`src/include/ext_mem_regs.svh`:
```
`ifndef EXT_MEM_REGS_SVH
`define EXT_MEM_REGS_SVH
// Address value after reset
`define EXT_MEM_ADDR_RST   16'h0000
// Space select codes
`define EXT_MEM_SEL_X      1'h0
`define EXT_MEM_SEL_Y      1'h1
// Shortest access: two phases of the instruction cycle
`define EXT_MEM_MIN_CYC    2
// Strobe cycles before the synchronised wait level can reflect the strobe
`define EXT_MEM_WAIT_SETTLE 2'h2
`endif

```
`src/include/ext_mem_pkg.sv`:
```
package ext_mem_pkg;
  // Core-side access request
  typedef struct packed {
    logic        write;   // 1 write, 0 read
    logic        space_y; // 1 Y space, 0 X space
    logic [15:0] addr;    // Word address
    logic [15:0] wdata;   // Write data
  } mem_req_s;
  // Port sequencer states
  typedef enum logic [2:0] {
    ST_IDLE,
    ST_SETUP,
    ST_STROBE,
    ST_FINISH,
    ST_HELD
  } port_state_e;
endpackage

```
`src/core/ext_data_mem_bus_iface.sv`:
```
// Behaviour
// - Space select low X, high Y
// - Address holds last value between accesses
// - Address zero from reset until first access
// - Sixteen-bit address and data, access only
// - Low wait input stretches read access
// - Bus owned low while device uses bus
// - Grant output low when bus handed over
// - Pins high impedance idle or granted
// - External access takes two or more cycles
`include "ext_mem_regs.svh"
`timescale 1ns/1ps
`default_nettype none
module ext_data_mem_bus_iface (
  input  wire logic                  sys_clk,                // 40 MHz clock
  input  wire logic                  nrst,                   // Sync reset, active low
  input  wire ext_mem_pkg::mem_req_s req,                    // Access request from core
  input  wire logic                  req_valid,              // Request present
  output logic                       req_ready,              // Request taken this cycle
  output logic                       rsp_valid,              // Access finished pulse
  output logic [15:0]                rsp_rdata,              // Read data
  output logic [15:0]                ext_mem_addr,           // Address pins
  output logic                       ext_mem_addr_oe,        // Address pin enable
  output logic                       space_sel,              // X low, Y high
  output logic                       space_sel_oe,           // Space select enable
  input  wire logic [15:0]           ext_mem_bus_in,         // Data pins, input side
  output logic [15:0]                ext_mem_bus_out,        // Data pins, output side
  output logic                       ext_mem_bus_oe,         // Data pins enable
  output logic                       read_strobe_n,          // Read strobe, active low
  output logic                       write_strobe_n,         // Write strobe, active low
  output logic                       strobe_oe,              // Strobe pin enable
  input  wire logic                  mem_wait_n,             // Wait input, low adds wait
  input  wire logic                  bus_takeover_request_n, // Hold request, active low
  output logic                       bus_grant_n,            // Hold grant, active low
  output logic                       bus_owned_n             // Bus in use, active low
);

  // Synchronisers for pin inputs; first stage feeds only the second
  logic [1:0] wait_sync_q;
  logic [1:0] hold_sync_q;
  logic       wait_n_s;          // Synchronised wait level
  logic       hold_n_s;          // Synchronised hold request level

  ext_mem_pkg::port_state_e state_q;    // Sequencer state
  ext_mem_pkg::mem_req_s    cur_q;      // Access in flight
  logic [1:0]               settle_q;   // Strobe cycles seen, saturating
  logic                     strobe_end; // Strobe phase closes at this edge

  assign wait_n_s = wait_sync_q[1];
  assign hold_n_s = hold_sync_q[1];

  // a read may close only once the wait pin, answered after the strobe
  // fell, has crossed both synchroniser stages; earlier samples are stale
  // and would end a stretched read early. Costs two cycles on every read.
  assign strobe_end = (state_q == ext_mem_pkg::ST_STROBE) &&
                      (cur_q.write ||
                       (settle_q == `EXT_MEM_WAIT_SETTLE && wait_n_s));

  // Two-stage input synchronisers; idle state is wait released, no hold
  always_ff @(posedge sys_clk) begin
    if (!nrst) begin
      wait_sync_q <= 2'h3;
      hold_sync_q <= 2'h3;
    end else begin
      wait_sync_q <= {wait_sync_q[0], mem_wait_n};
      hold_sync_q <= {hold_sync_q[0], bus_takeover_request_n};
    end
  end

  // Strobe-phase cycle count, cleared outside the strobe phase
  // Saturates so a long wait stretch cannot wrap it back to zero
  // and reopen the stale-sample window
  always_ff @(posedge sys_clk) begin
    if (!nrst) begin
      settle_q <= 2'h0;
    end else if (state_q == ext_mem_pkg::ST_STROBE) begin
      if (settle_q != `EXT_MEM_WAIT_SETTLE) begin
        settle_q <= settle_q + 2'h1;
      end
    end else begin
      settle_q <= 2'h0;
    end
  end

  // Sequencer: setup, strobe (stretched by wait), finish
  always_ff @(posedge sys_clk) begin
    if (!nrst) begin
      state_q <= ext_mem_pkg::ST_IDLE;
    end else begin
      unique case (state_q)
        ext_mem_pkg::ST_IDLE: begin
          // hold only between accesses; hold beats a new request
          if (!hold_n_s) begin
            state_q <= ext_mem_pkg::ST_HELD;
          end else if (req_valid) begin
            state_q <= ext_mem_pkg::ST_SETUP;
          end
        end
        // at least two cycles per access
        ext_mem_pkg::ST_SETUP: begin
          state_q <= ext_mem_pkg::ST_STROBE;
        end
        ext_mem_pkg::ST_STROBE: begin
          // reads stretch while wait is low; writes ignore it
          // and close after their single strobe cycle
          if (strobe_end) begin
            state_q <= ext_mem_pkg::ST_FINISH;
          end
        end
        ext_mem_pkg::ST_FINISH: begin
          state_q <= ext_mem_pkg::ST_IDLE;
        end
        ext_mem_pkg::ST_HELD: begin
          // resume only once request returns high
          if (hold_n_s) begin
            state_q <= ext_mem_pkg::ST_IDLE;
          end
        end
        // Unused codes of the three-bit state fall back to idle
        default: begin
          state_q <= ext_mem_pkg::ST_IDLE;
        end
      endcase
    end
  end

  // Request capture, accepted only in idle with no pending hold
  always_ff @(posedge sys_clk) begin
    if (!nrst) begin
      cur_q     <= '0;
      req_ready <= 1'b0;
    end else begin
      req_ready <= 1'b0;
      if (state_q == ext_mem_pkg::ST_IDLE && hold_n_s && req_valid) begin
        cur_q     <= req;
        req_ready <= 1'b1;
      end
    end
  end

  // Address and space pins
  always_ff @(posedge sys_clk) begin
    if (!nrst) begin
      // address zero until the first access
      ext_mem_addr <= `EXT_MEM_ADDR_RST;
      space_sel    <= `EXT_MEM_SEL_X;
    end else if (state_q == ext_mem_pkg::ST_SETUP) begin
      // address is launched only for an access
      ext_mem_addr <= cur_q.addr;
      // space select from the target space
      space_sel    <= cur_q.space_y ? `EXT_MEM_SEL_Y : `EXT_MEM_SEL_X;
    end
    // otherwise the address keeps its last value
  end

  // Enables and strobes; pins float outside accesses and under hold
  always_ff @(posedge sys_clk) begin
    if (!nrst) begin
      ext_mem_addr_oe <= 1'b0;
      space_sel_oe    <= 1'b0;
      ext_mem_bus_oe  <= 1'b0;
      ext_mem_bus_out <= 16'h0000;
      strobe_oe       <= 1'b0;
      read_strobe_n   <= 1'b1;
      write_strobe_n  <= 1'b1;
      bus_owned_n     <= 1'b1;
    end else begin
      // drive only in setup and strobe phases
      // and release on the very edge that closes the access
      ext_mem_addr_oe <= (state_q == ext_mem_pkg::ST_SETUP) ||
                         (state_q == ext_mem_pkg::ST_STROBE && !strobe_end);
      space_sel_oe    <= (state_q == ext_mem_pkg::ST_SETUP) ||
                         (state_q == ext_mem_pkg::ST_STROBE && !strobe_end);
      strobe_oe       <= (state_q == ext_mem_pkg::ST_SETUP) ||
                         (state_q == ext_mem_pkg::ST_STROBE && !strobe_end);
      bus_owned_n     <= !((state_q == ext_mem_pkg::ST_SETUP) ||
                           (state_q == ext_mem_pkg::ST_STROBE && !strobe_end));
      // exactly one strobe; a read strobe stays low through the stretch
      read_strobe_n   <= !((state_q == ext_mem_pkg::ST_SETUP && !cur_q.write) ||
                           (state_q == ext_mem_pkg::ST_STROBE && !cur_q.write &&
                            !strobe_end));
      write_strobe_n  <= !(state_q == ext_mem_pkg::ST_SETUP && cur_q.write);
      // Data driven only for writes
      ext_mem_bus_oe  <= state_q == ext_mem_pkg::ST_SETUP && cur_q.write;
      ext_mem_bus_out <= cur_q.wdata;
    end
  end

  // Read data capture and completion pulse
  always_ff @(posedge sys_clk) begin
    if (!nrst) begin
      rsp_valid <= 1'b0;
      rsp_rdata <= 16'h0000;
    end else begin
      rsp_valid <= 1'b0;
      // strobe_end marks the single edge at which an access closes
      if (strobe_end) begin
        rsp_valid <= 1'b1;
        if (!cur_q.write) begin
          // Sampled at the end of the strobe while memory still drives
          rsp_rdata <= ext_mem_bus_in;
        end
      end
    end
  end

  always_ff @(posedge sys_clk) begin
    if (!nrst) begin
      bus_grant_n <= 1'b1;
    end else begin
      bus_grant_n <= !((state_q == ext_mem_pkg::ST_IDLE && !hold_n_s) ||
                       (state_q == ext_mem_pkg::ST_HELD && !hold_n_s));
    end
  end

endmodule
`default_nettype wire

```
`config.mk`:
```
export PLATFORM = sky130hd
export DESIGN_NAME = ext_data_mem_bus_iface
export DESIGN_NICKNAME = d
export VERILOG_FILES = /design/src/include/ext_mem_pkg.sv /design/src/core/ext_data_mem_bus_iface.sv
export VERILOG_INCLUDE_DIRS = /design/src /design/src/include
export SDC_FILE = /design/constraint.sdc
export NUM_CORES = 1
export LEC_CHECK = 0
export BUFFER_PORTS_ARGS = -buffer_cell sky130_fd_sc_hd__buf_2
export CAP_MARGIN = 20
export CORE_ASPECT_RATIO = 0.9
export CORE_UTILIZATION = 29
export CTS_CLUSTER_SIZE = 25
export DETAILED_ROUTE_END_ITERATION = 8
export SLEW_MARGIN = 15
export SYNTH_ARGS = -nofsm -noshare
export SYNTH_HDL_FRONTEND = slang
export SYNTH_SLANG_ARGS = --single-unit
```
`constraint.sdc`:
```
create_clock -name sys_clk -period 2.1 [get_ports sys_clk]
set_input_delay 0.42 -clock sys_clk [delete_from_list [all_inputs] [get_ports sys_clk]]
set_output_delay 0.42 -clock sys_clk [all_outputs]
set_load 0.005 [all_outputs]
```
==> summary.log, run 1 <==
qor: final_layout.final_area 4610 um2
qor: yosys.synth_cells 358
qor: clock_tree.ctsHoldBuffers 0
qor: detailed_routing.drt_drc_violations_left 0
qor: yosys.synth-seq-cells 100
qor: global_route.grt_first_pass_wirelength 11700 um
qor: floorplan.die_h 107 um
qor: global_route.grt_pass1_vias 2567
qor: clock_tree.h-tree-depth 3
qor: worst_hold_path.worstHoldStart mem_wait_n
qor: final_layout.diodes 0
qor: placed_design.dp_hpwl 4860 um
qor: placed_design.post_placement_cell_count 613
qor: floorplan.width_of_the_die 119 um
qor: placed_design.dpl_cell_area 4270 um2
qor: power.ir_worst_vdd 446 uV
qor: sta.period_minus_slack 1.57 ns
qor: floorplan.std_cell_rows 38
qor: global_route.grt_max_degree 63
qor: detailed_routing.drt_first_pass_iters 4
qor: clock_tree.cts_tree yes
qor: global_route.grt_util_all_layers 11.7%
qor: yosys.syn-mean-instance-area 9.97 um2
qor: detailed_routing.route.detailed.vias_per_inst 4.20
qor: floorplan.dieArea 12800 um2
qor: detailed_routing.routed_wirelength 7040 um
qor: worst_setup_path.path_delay_family buffers and inverters
qor: detailed_routing.dr_wl_cell 11.2 um
qor: worst_setup_path.timing_worst_setup_path_type reg2reg
qor: worst_hold_path.worstHoldPathType in2reg
qor: sta.tightest_slew 0.551 ns
qor: placed_design.io_buffers 113
qor: sta.final-hold-violation-count 0
qor: final_layout.drive_above_1_share 30.3%
qor: yosys.synth_seq_area_share 56.1%
qor: worst_setup_path.worstSetupStartpointType register
qor: worst_setup_path.worstRegToRegCells 6
qor: sta.worst_slack 0.531 ns
qor: final_layout.layout.filler_cells 1189
qor: sta.final-setup-viol-count 0
qor: yosys.synth_async_sr_flop_share 0%
qor: yosys.synth_nets 414
qor: worst_setup_path.number_of_buffer_and_inverter_stages_on_the_critical_path 2
qor: worst_setup_path.critical_path.reg2reg.endpoint rsp_rdata[9]
qor: clock_tree.cts_setup_buffers 0
qor: power.leakage_power 0.00218 uW
qor: worst_hold_path.min_to wait_sync_q[0]
qor: detailed_routing.route.antenna.remaining_nets 0
qor: floorplan.coreArea 12000 um2
qor: run_status.status complete, no violations
qor: worst_setup_path.critical_path.reg2reg.startpoint settle_q[0]
qor: yosys.yosys_most_used_dff sky130_fd_sc_hd__dfxtp_1
qor: clock_tree.clkSinkCount 100
qor: worst_setup_path.ff2ff_setup_slack 0.53 ns
qor: worst_setup_path.cpMaxStageDelayCell sky130_fd_sc_hd__dfxtp_1
qor: global_route.grt_total_ovfl 0
qor: placed_design.dpl_worst_slack 0.499 ns
qor: worst_setup_path.worstPathCellList inv_1 > ha_1 > nand2_2 > nor4_4 > buf_4 > mux2i_1
qor: sta.drv_slew 0
qor: sta.setup_tns 0 ns
qor: yosys.post_synth_num_cell_types 28
qor: power.powerDensity 915 nW/um2
qor: detailed_routing.via_count 2639
qor: yosys.number_of_synthesized_flops_with_an_enable_pin 0
qor: worst_setup_path.critPathMaxStageDelay 0.32 ns
qor: worst_hold_path.worst_hold_path.num_cells 2
qor: clock_tree.clock_slew_at_the_register_clock_pins_of_the_worst_setup_and_hold_paths 0.07 ns
qor: clock_tree.clock_latency_reported_for_the_late_side_of_the_worst_skew_pair 0.34 ns
qor: clock_tree.tritoncts.num_buffers 9
qor: clock_tree.ctsLongestPathBuffers 2
qor: clock_tree.cts_repair_resize_count 0
qor: final_layout.finalNetCount 520
qor: yosys.yosysTopAreaCell sky130_fd_sc_hd__dfxtp_1
qor: detailed_routing.dr.first_iter.drc_count 121
qor: global_route.grt_antenna_before_repair 0
qor: sta.max_freq 0.638 GHz
qor: yosys.syn_area 3570 um2
qor: worst_setup_path.worst_ep_required_time 2.37 ns
qor: placed_design.gpl.final_weighted_congestion 0.698
qor: worst_setup_path.critPathCaptureType register
qor: sta.rsz_0062_raised_after_global_routing no
qor: worst_setup_path.crit_path_max_fanout 16
qor: worst_setup_path.worstPathArrival 1.83 ns
qor: clock_tree.cts_root_buf sky130_fd_sc_hd__clkbuf_16
qor: floorplan.io_pins 114
qor: yosys.synth.top_cells.by_area sky130_fd_sc_hd__dfxtp_1 (56%), sky130_fd_sc_hd__mux2i_1 (19%), sky130_fd_sc_hd__nand2_1 (11%), sky130_fd_sc_hd__nor2b_1 (3.2%), sky130_fd_sc_hd__inv_1 (2.0%)
qor: yosys.yosys.area.top_type_share 56.1%
qor: sta.clock_tree_skew_after_final_layout 0.00518 ns
qor: final_layout.layout_common_cells sky130_fd_sc_hd__buf_2 (112), sky130_fd_sc_hd__nand2_1 (101), sky130_fd_sc_hd__dfxtp_1 (100)
qor: power.totalPowerFinal 4220 uW
qor: final_layout.final-instance-count-excl-fill 629
qor: sta.worst_slew_margin_rel 63.2%
qor: floorplan.floorplan.initialDensity 29.7%
qor: final_layout.mostFrequentLayoutCell sky130_fd_sc_hd__buf_2
qor: final_layout.areaGrowthSynthToFinish 29.1%
qor: job.reported_max_cap_violation_count 0
qor: sta.final_clock_period_utilization_by_the_worst_path 74.7%
qor: yosys.synthesis.yosys.warnings 0
==> flip-flops by register name (all words and copies together), names as in the netlist, 2 cells and up <==
name	flops
state_q	3
settle_q	2
ext_mem_addr	16
cur_q	34
wait_sync_q	2
rsp_rdata	16
ext_mem_bus_out	16
hold_sync_q	2
==> power breakdown <==
part	leakage, uW	internal, uW	switching (uW)	total, uW
logic	0.00120	162	169	331
registers	0.000814	1980	38.8	2020
clock network	0.000167	1170	697	1860
total	0.00218	3310	905	4220
==> logic make-up (layout without fill, tap and decap cells) <==
kind of cell	count (synthesis)	in the layout	share of synthesized area (%)
DFF	100	100	56.1
muxes	68	68	19.1
AOI/OAI and AO/OA	4	4	0.631
buffers and inverters	43	154	5.54
and+or+nand+nor	141	141	18.1
xor gates and xnor gates	1	1	0.245
adders and majority gates	1	1	0.350
==> metrics by stage <==
step / hold WS (ns) / utilization (%)
global route: 0.250 / 38.3
global placement: 0.394 / 35.5
finish: 0.256 / 38.3
CTS: 0.233 / 38.3
floorplan: 0.386 / -
detailed placement: 0.393 / 35.5
==> worst max path at each step <==
stage,slack (ns),start,depth (start not counted),endpoint
global placement,0.56,settle_q[0],6,rsp_rdata[2]
detailed placement,0.50,settle_q[0],6,rsp_rdata[6]
finish,0.53,settle_q[0],6,rsp_rdata[9]
CTS,0.48,settle_q[0],6,rsp_rdata[7]
floorplan,0.51,settle_q[0],6,rsp_rdata[10]
global route,0.35,settle_q[0],6,rsp_rdata[9]
==> final cells by class <==
class | count | area [um2] | area share, %
clock buffers | 10 | 229 | 4.97
clock inverters | 6 | 113 | 2.44
inverters | 19 | 71.3 | 1.55
multi-input cells | 215 | 1380 | 30.0
flip-flops and latches | 100 | 2000 | 43.4
well taps | 160 | 200 | 4.34
repair buffers | 119 | 613 | 13.3
==> per-layer routing <==
metal,global-route usage (%),routed length [um],up-vias
li1,-,-,1339
met2,19.3,3360,64
met4,4.61,55,0
met1,13.0,3210,1232
met3,5.77,413,4
met5,0,0,-
==> cell usage after synthesis (all sizes together), types with 2 or more instances <==
master,count
nor2b,18
nor2,2
nand2,102
mux2i,67
inv,19
nand2b,7
dfxtp,100
a21oi,3
buf,14
nor4,2
clkbuf,10
nor3,4
Note: power is estimated with default switching activity, not from simulation.
==> inputs of run 2 (changes only) <==
Clock period 2.1 ns to 1.5 ns, I/O delays scaled along.
==> run 2 against run 1 <==
Combinational power is 48% higher; global-route usage grew 0.11 points; wire length up 4.7%; die area unchanged; cell count increased by 0.48%; register-to-register slack got worse by 0.44 ns; critical endpoint is now rsp_rdata[5]; highest routed layer unchanged.
==> summary.log, run 2 (synthesis gave the netlist of run 1 again) <==
qor: run_status.status complete, no violations
qor: global_route.grt_first_pass_wirelength 12000 um
qor: sta.setup_tns 0 ns
qor: clock_tree.cts_root_buf sky130_fd_sc_hd__clkbuf_16
qor: floorplan.io_pins 114
qor: clock_tree.tritoncts.num_buffers 9
qor: sta.tightest_slew 0.429 ns
qor: detailed_routing.dr.first_iter.drc_count 70
qor: power.leakage_power 0.00222 uW
qor: sta.final_clock_period_utilization_by_the_worst_path 94.0%
qor: worst_setup_path.timing_worst_setup_path_type reg2reg
qor: final_layout.final_core_utilization 39.3%
qor: sta.period_minus_slack 1.41 ns
qor: placed_design.dp_hpwl 4970 um
qor: final_layout.diodes 0
qor: placed_design.io_buffers 113
qor: detailed_routing.dr_wl_cell 11.7 um
qor: sta.final-hold-violation-count 0
qor: detailed_routing.via_count 2659
qor: sta.final-setup-viol-count 0
qor: final_layout.mostFrequentLayoutCell sky130_fd_sc_hd__buf_2
qor: detailed_routing.drt_first_pass_iters 4
qor: power.ir_worst_vdd 419 uV
qor: floorplan.coreArea 12000 um2
qor: global_route.grt_total_ovfl 0
qor: job.reported_max_cap_violation_count 0
qor: floorplan.width_of_the_die 119 um
qor: worst_setup_path.worst_ep_required_time 1.77 ns
qor: sta.rsz_0062_raised_after_global_routing no
qor: worst_setup_path.worstPathArrival 1.68 ns
qor: clock_tree.clkSinkCount 100
qor: final_layout.layout_common_cells sky130_fd_sc_hd__buf_2 (112), sky130_fd_sc_hd__nand2_1 (101), sky130_fd_sc_hd__dfxtp_1 (99)
qor: worst_setup_path.worstSetupStartpointType register
qor: clock_tree.clock_slew_at_the_register_clock_pins_of_the_worst_setup_and_hold_paths 0.07 ns
qor: global_route.grt_max_degree 64
qor: clock_tree.ctsLongestPathBuffers 2
qor: detailed_routing.route.antenna.remaining_nets 0
qor: global_route.grt_util_all_layers 11.8%
qor: final_layout.largest_register_ffs 34
qor: final_layout.drive_above_1_share 31.4%
qor: sta.drv_slew 0
qor: detailed_routing.route.detailed.vias_per_inst 4.21
qor: sta.worst_slew_margin_rel 71.2%
qor: global_route.grt_pass1_vias 2570
qor: global_route.grt_antenna_before_repair 0
qor: clock_tree.h-tree-depth 3
qor: sta.clock_tree_skew_after_final_layout 0.0102 ns
qor: clock_tree.cts_tree yes
qor: detailed_routing.routed_wirelength 7370 um
qor: final_layout.finalNetCount 523
qor: detailed_routing.drt_drc_violations_left 0
qor: final_layout.areaGrowthSynthToFinish 32.3%
qor: floorplan.std_cell_rows 38
qor: placed_design.gpl.final_weighted_congestion 0.742
qor: clock_tree.clock_latency_reported_for_the_late_side_of_the_worst_skew_pair 0.34 ns
qor: power.powerDensity 1230 nW/um2
qor: final_layout.top_register cur_q
qor: floorplan.floorplan.initialDensity 29.7%
qor: worst_setup_path.critPathCaptureType register
qor: worst_hold_path.worstHoldPathType in2reg
qor: floorplan.die_h 107 um
qor: sta.max_freq 0.710 GHz
qor: clock_tree.ctsHoldBuffers 0
qor: worst_setup_path.crit_path_max_fanout 8
qor: floorplan.dieArea 12800 um2
-- run 2: cell types whose count changed in the layout (fill, tap and decap cells not counted), moves of 2 or more --
cell and change:
sky130_fd_sc_hd__clkbuf_8 +2, sky130_fd_sc_hd__buf_4 -5, sky130_fd_sc_hd__buf_6 +2, sky130_fd_sc_hd__buf_12 +5
-- run 2: final timing paths --
| check | startpoint | to | slack [ns] | cells after the start |
|---|---|---|---|---|
| max | settle_q[0] | rsp_rdata[5] | 0.09 | 7 |
| min | mem_wait_n | wait_sync_q[0] | 0.15 | 2 |
| max reg2reg | settle_q[0] | rsp_rdata[5] | 0.09 | 7 |
| min reg2reg | wait_sync_q[0] | wait_sync_q[1] | 0.41 | 1 |
-- run 2: what timing repair did --
item                       in CTS  in global routing
setup endpoints to repair       0                 19
buffers inserted                0                  2
gates resized for setup         0                  6
-- run 2: report_power, final --
| part | total [uW] | switching [uW] | internal, uW |
|---|---|---|---|
| registers | 2840 | 56.0 | 2780 |
| clock network | 2510 | 952 | 1560 |
| logic | 489 | 240 | 249 |
| total | 5830 | 1250 | 4590 |
-- run 2: routing by layer --
layer  routed length, um  track usage, %  part of all wire, %  up-vias
li1                    -               -                    -     1350
met1                3290            13.7                   45     1232
met2                3540            20.1                   48       68
met3                 407            3.76                  5.5        9
met4                 123            5.15                  1.7        0
met5                   0               0                    0        -
-- run 2: cell type report --
cell class / count / area, um2
timing repair buffer: 122 / 723
fill: 1217 / 7300
clock buffer: 13 / 260
clock inverter: 3 / 68.8
multi-input combinational: 215 / 1400
inverter: 19 / 71.3
tap: 160 / 200
sequential: 100 / 2000
-- run 2: per-stage QoR --
step	worst slack, ns	instance area (um2)	total power (uW)	hold WS (ns)	std cells
after floorplan	0.0110	3570	3200	0.386	358
after global placement	0.0990	4330	3380	0.400	613
after detailed placement	0.0422	4330	3390	0.396	613
after CTS	0.0319	4660	5940	0.136	629
after global routing	0.00835	4730	6100	0.134	632
final	0.0907	4730	5830	0.150	632
-- run 2: worst max-delay path: stages, from the launching register on --
cell and delay, ns:
sky130_fd_sc_hd__dfxtp_1 0.33, sky130_fd_sc_hd__inv_2 0.07, sky130_fd_sc_hd__ha_4 0.16, sky130_fd_sc_hd__nand2_2 0.07, sky130_fd_sc_hd__nor4_4 0.22, sky130_fd_sc_hd__buf_6 0.16, sky130_fd_sc_hd__clkbuf_16 0.16, sky130_fd_sc_hd__mux2i_1 0.18
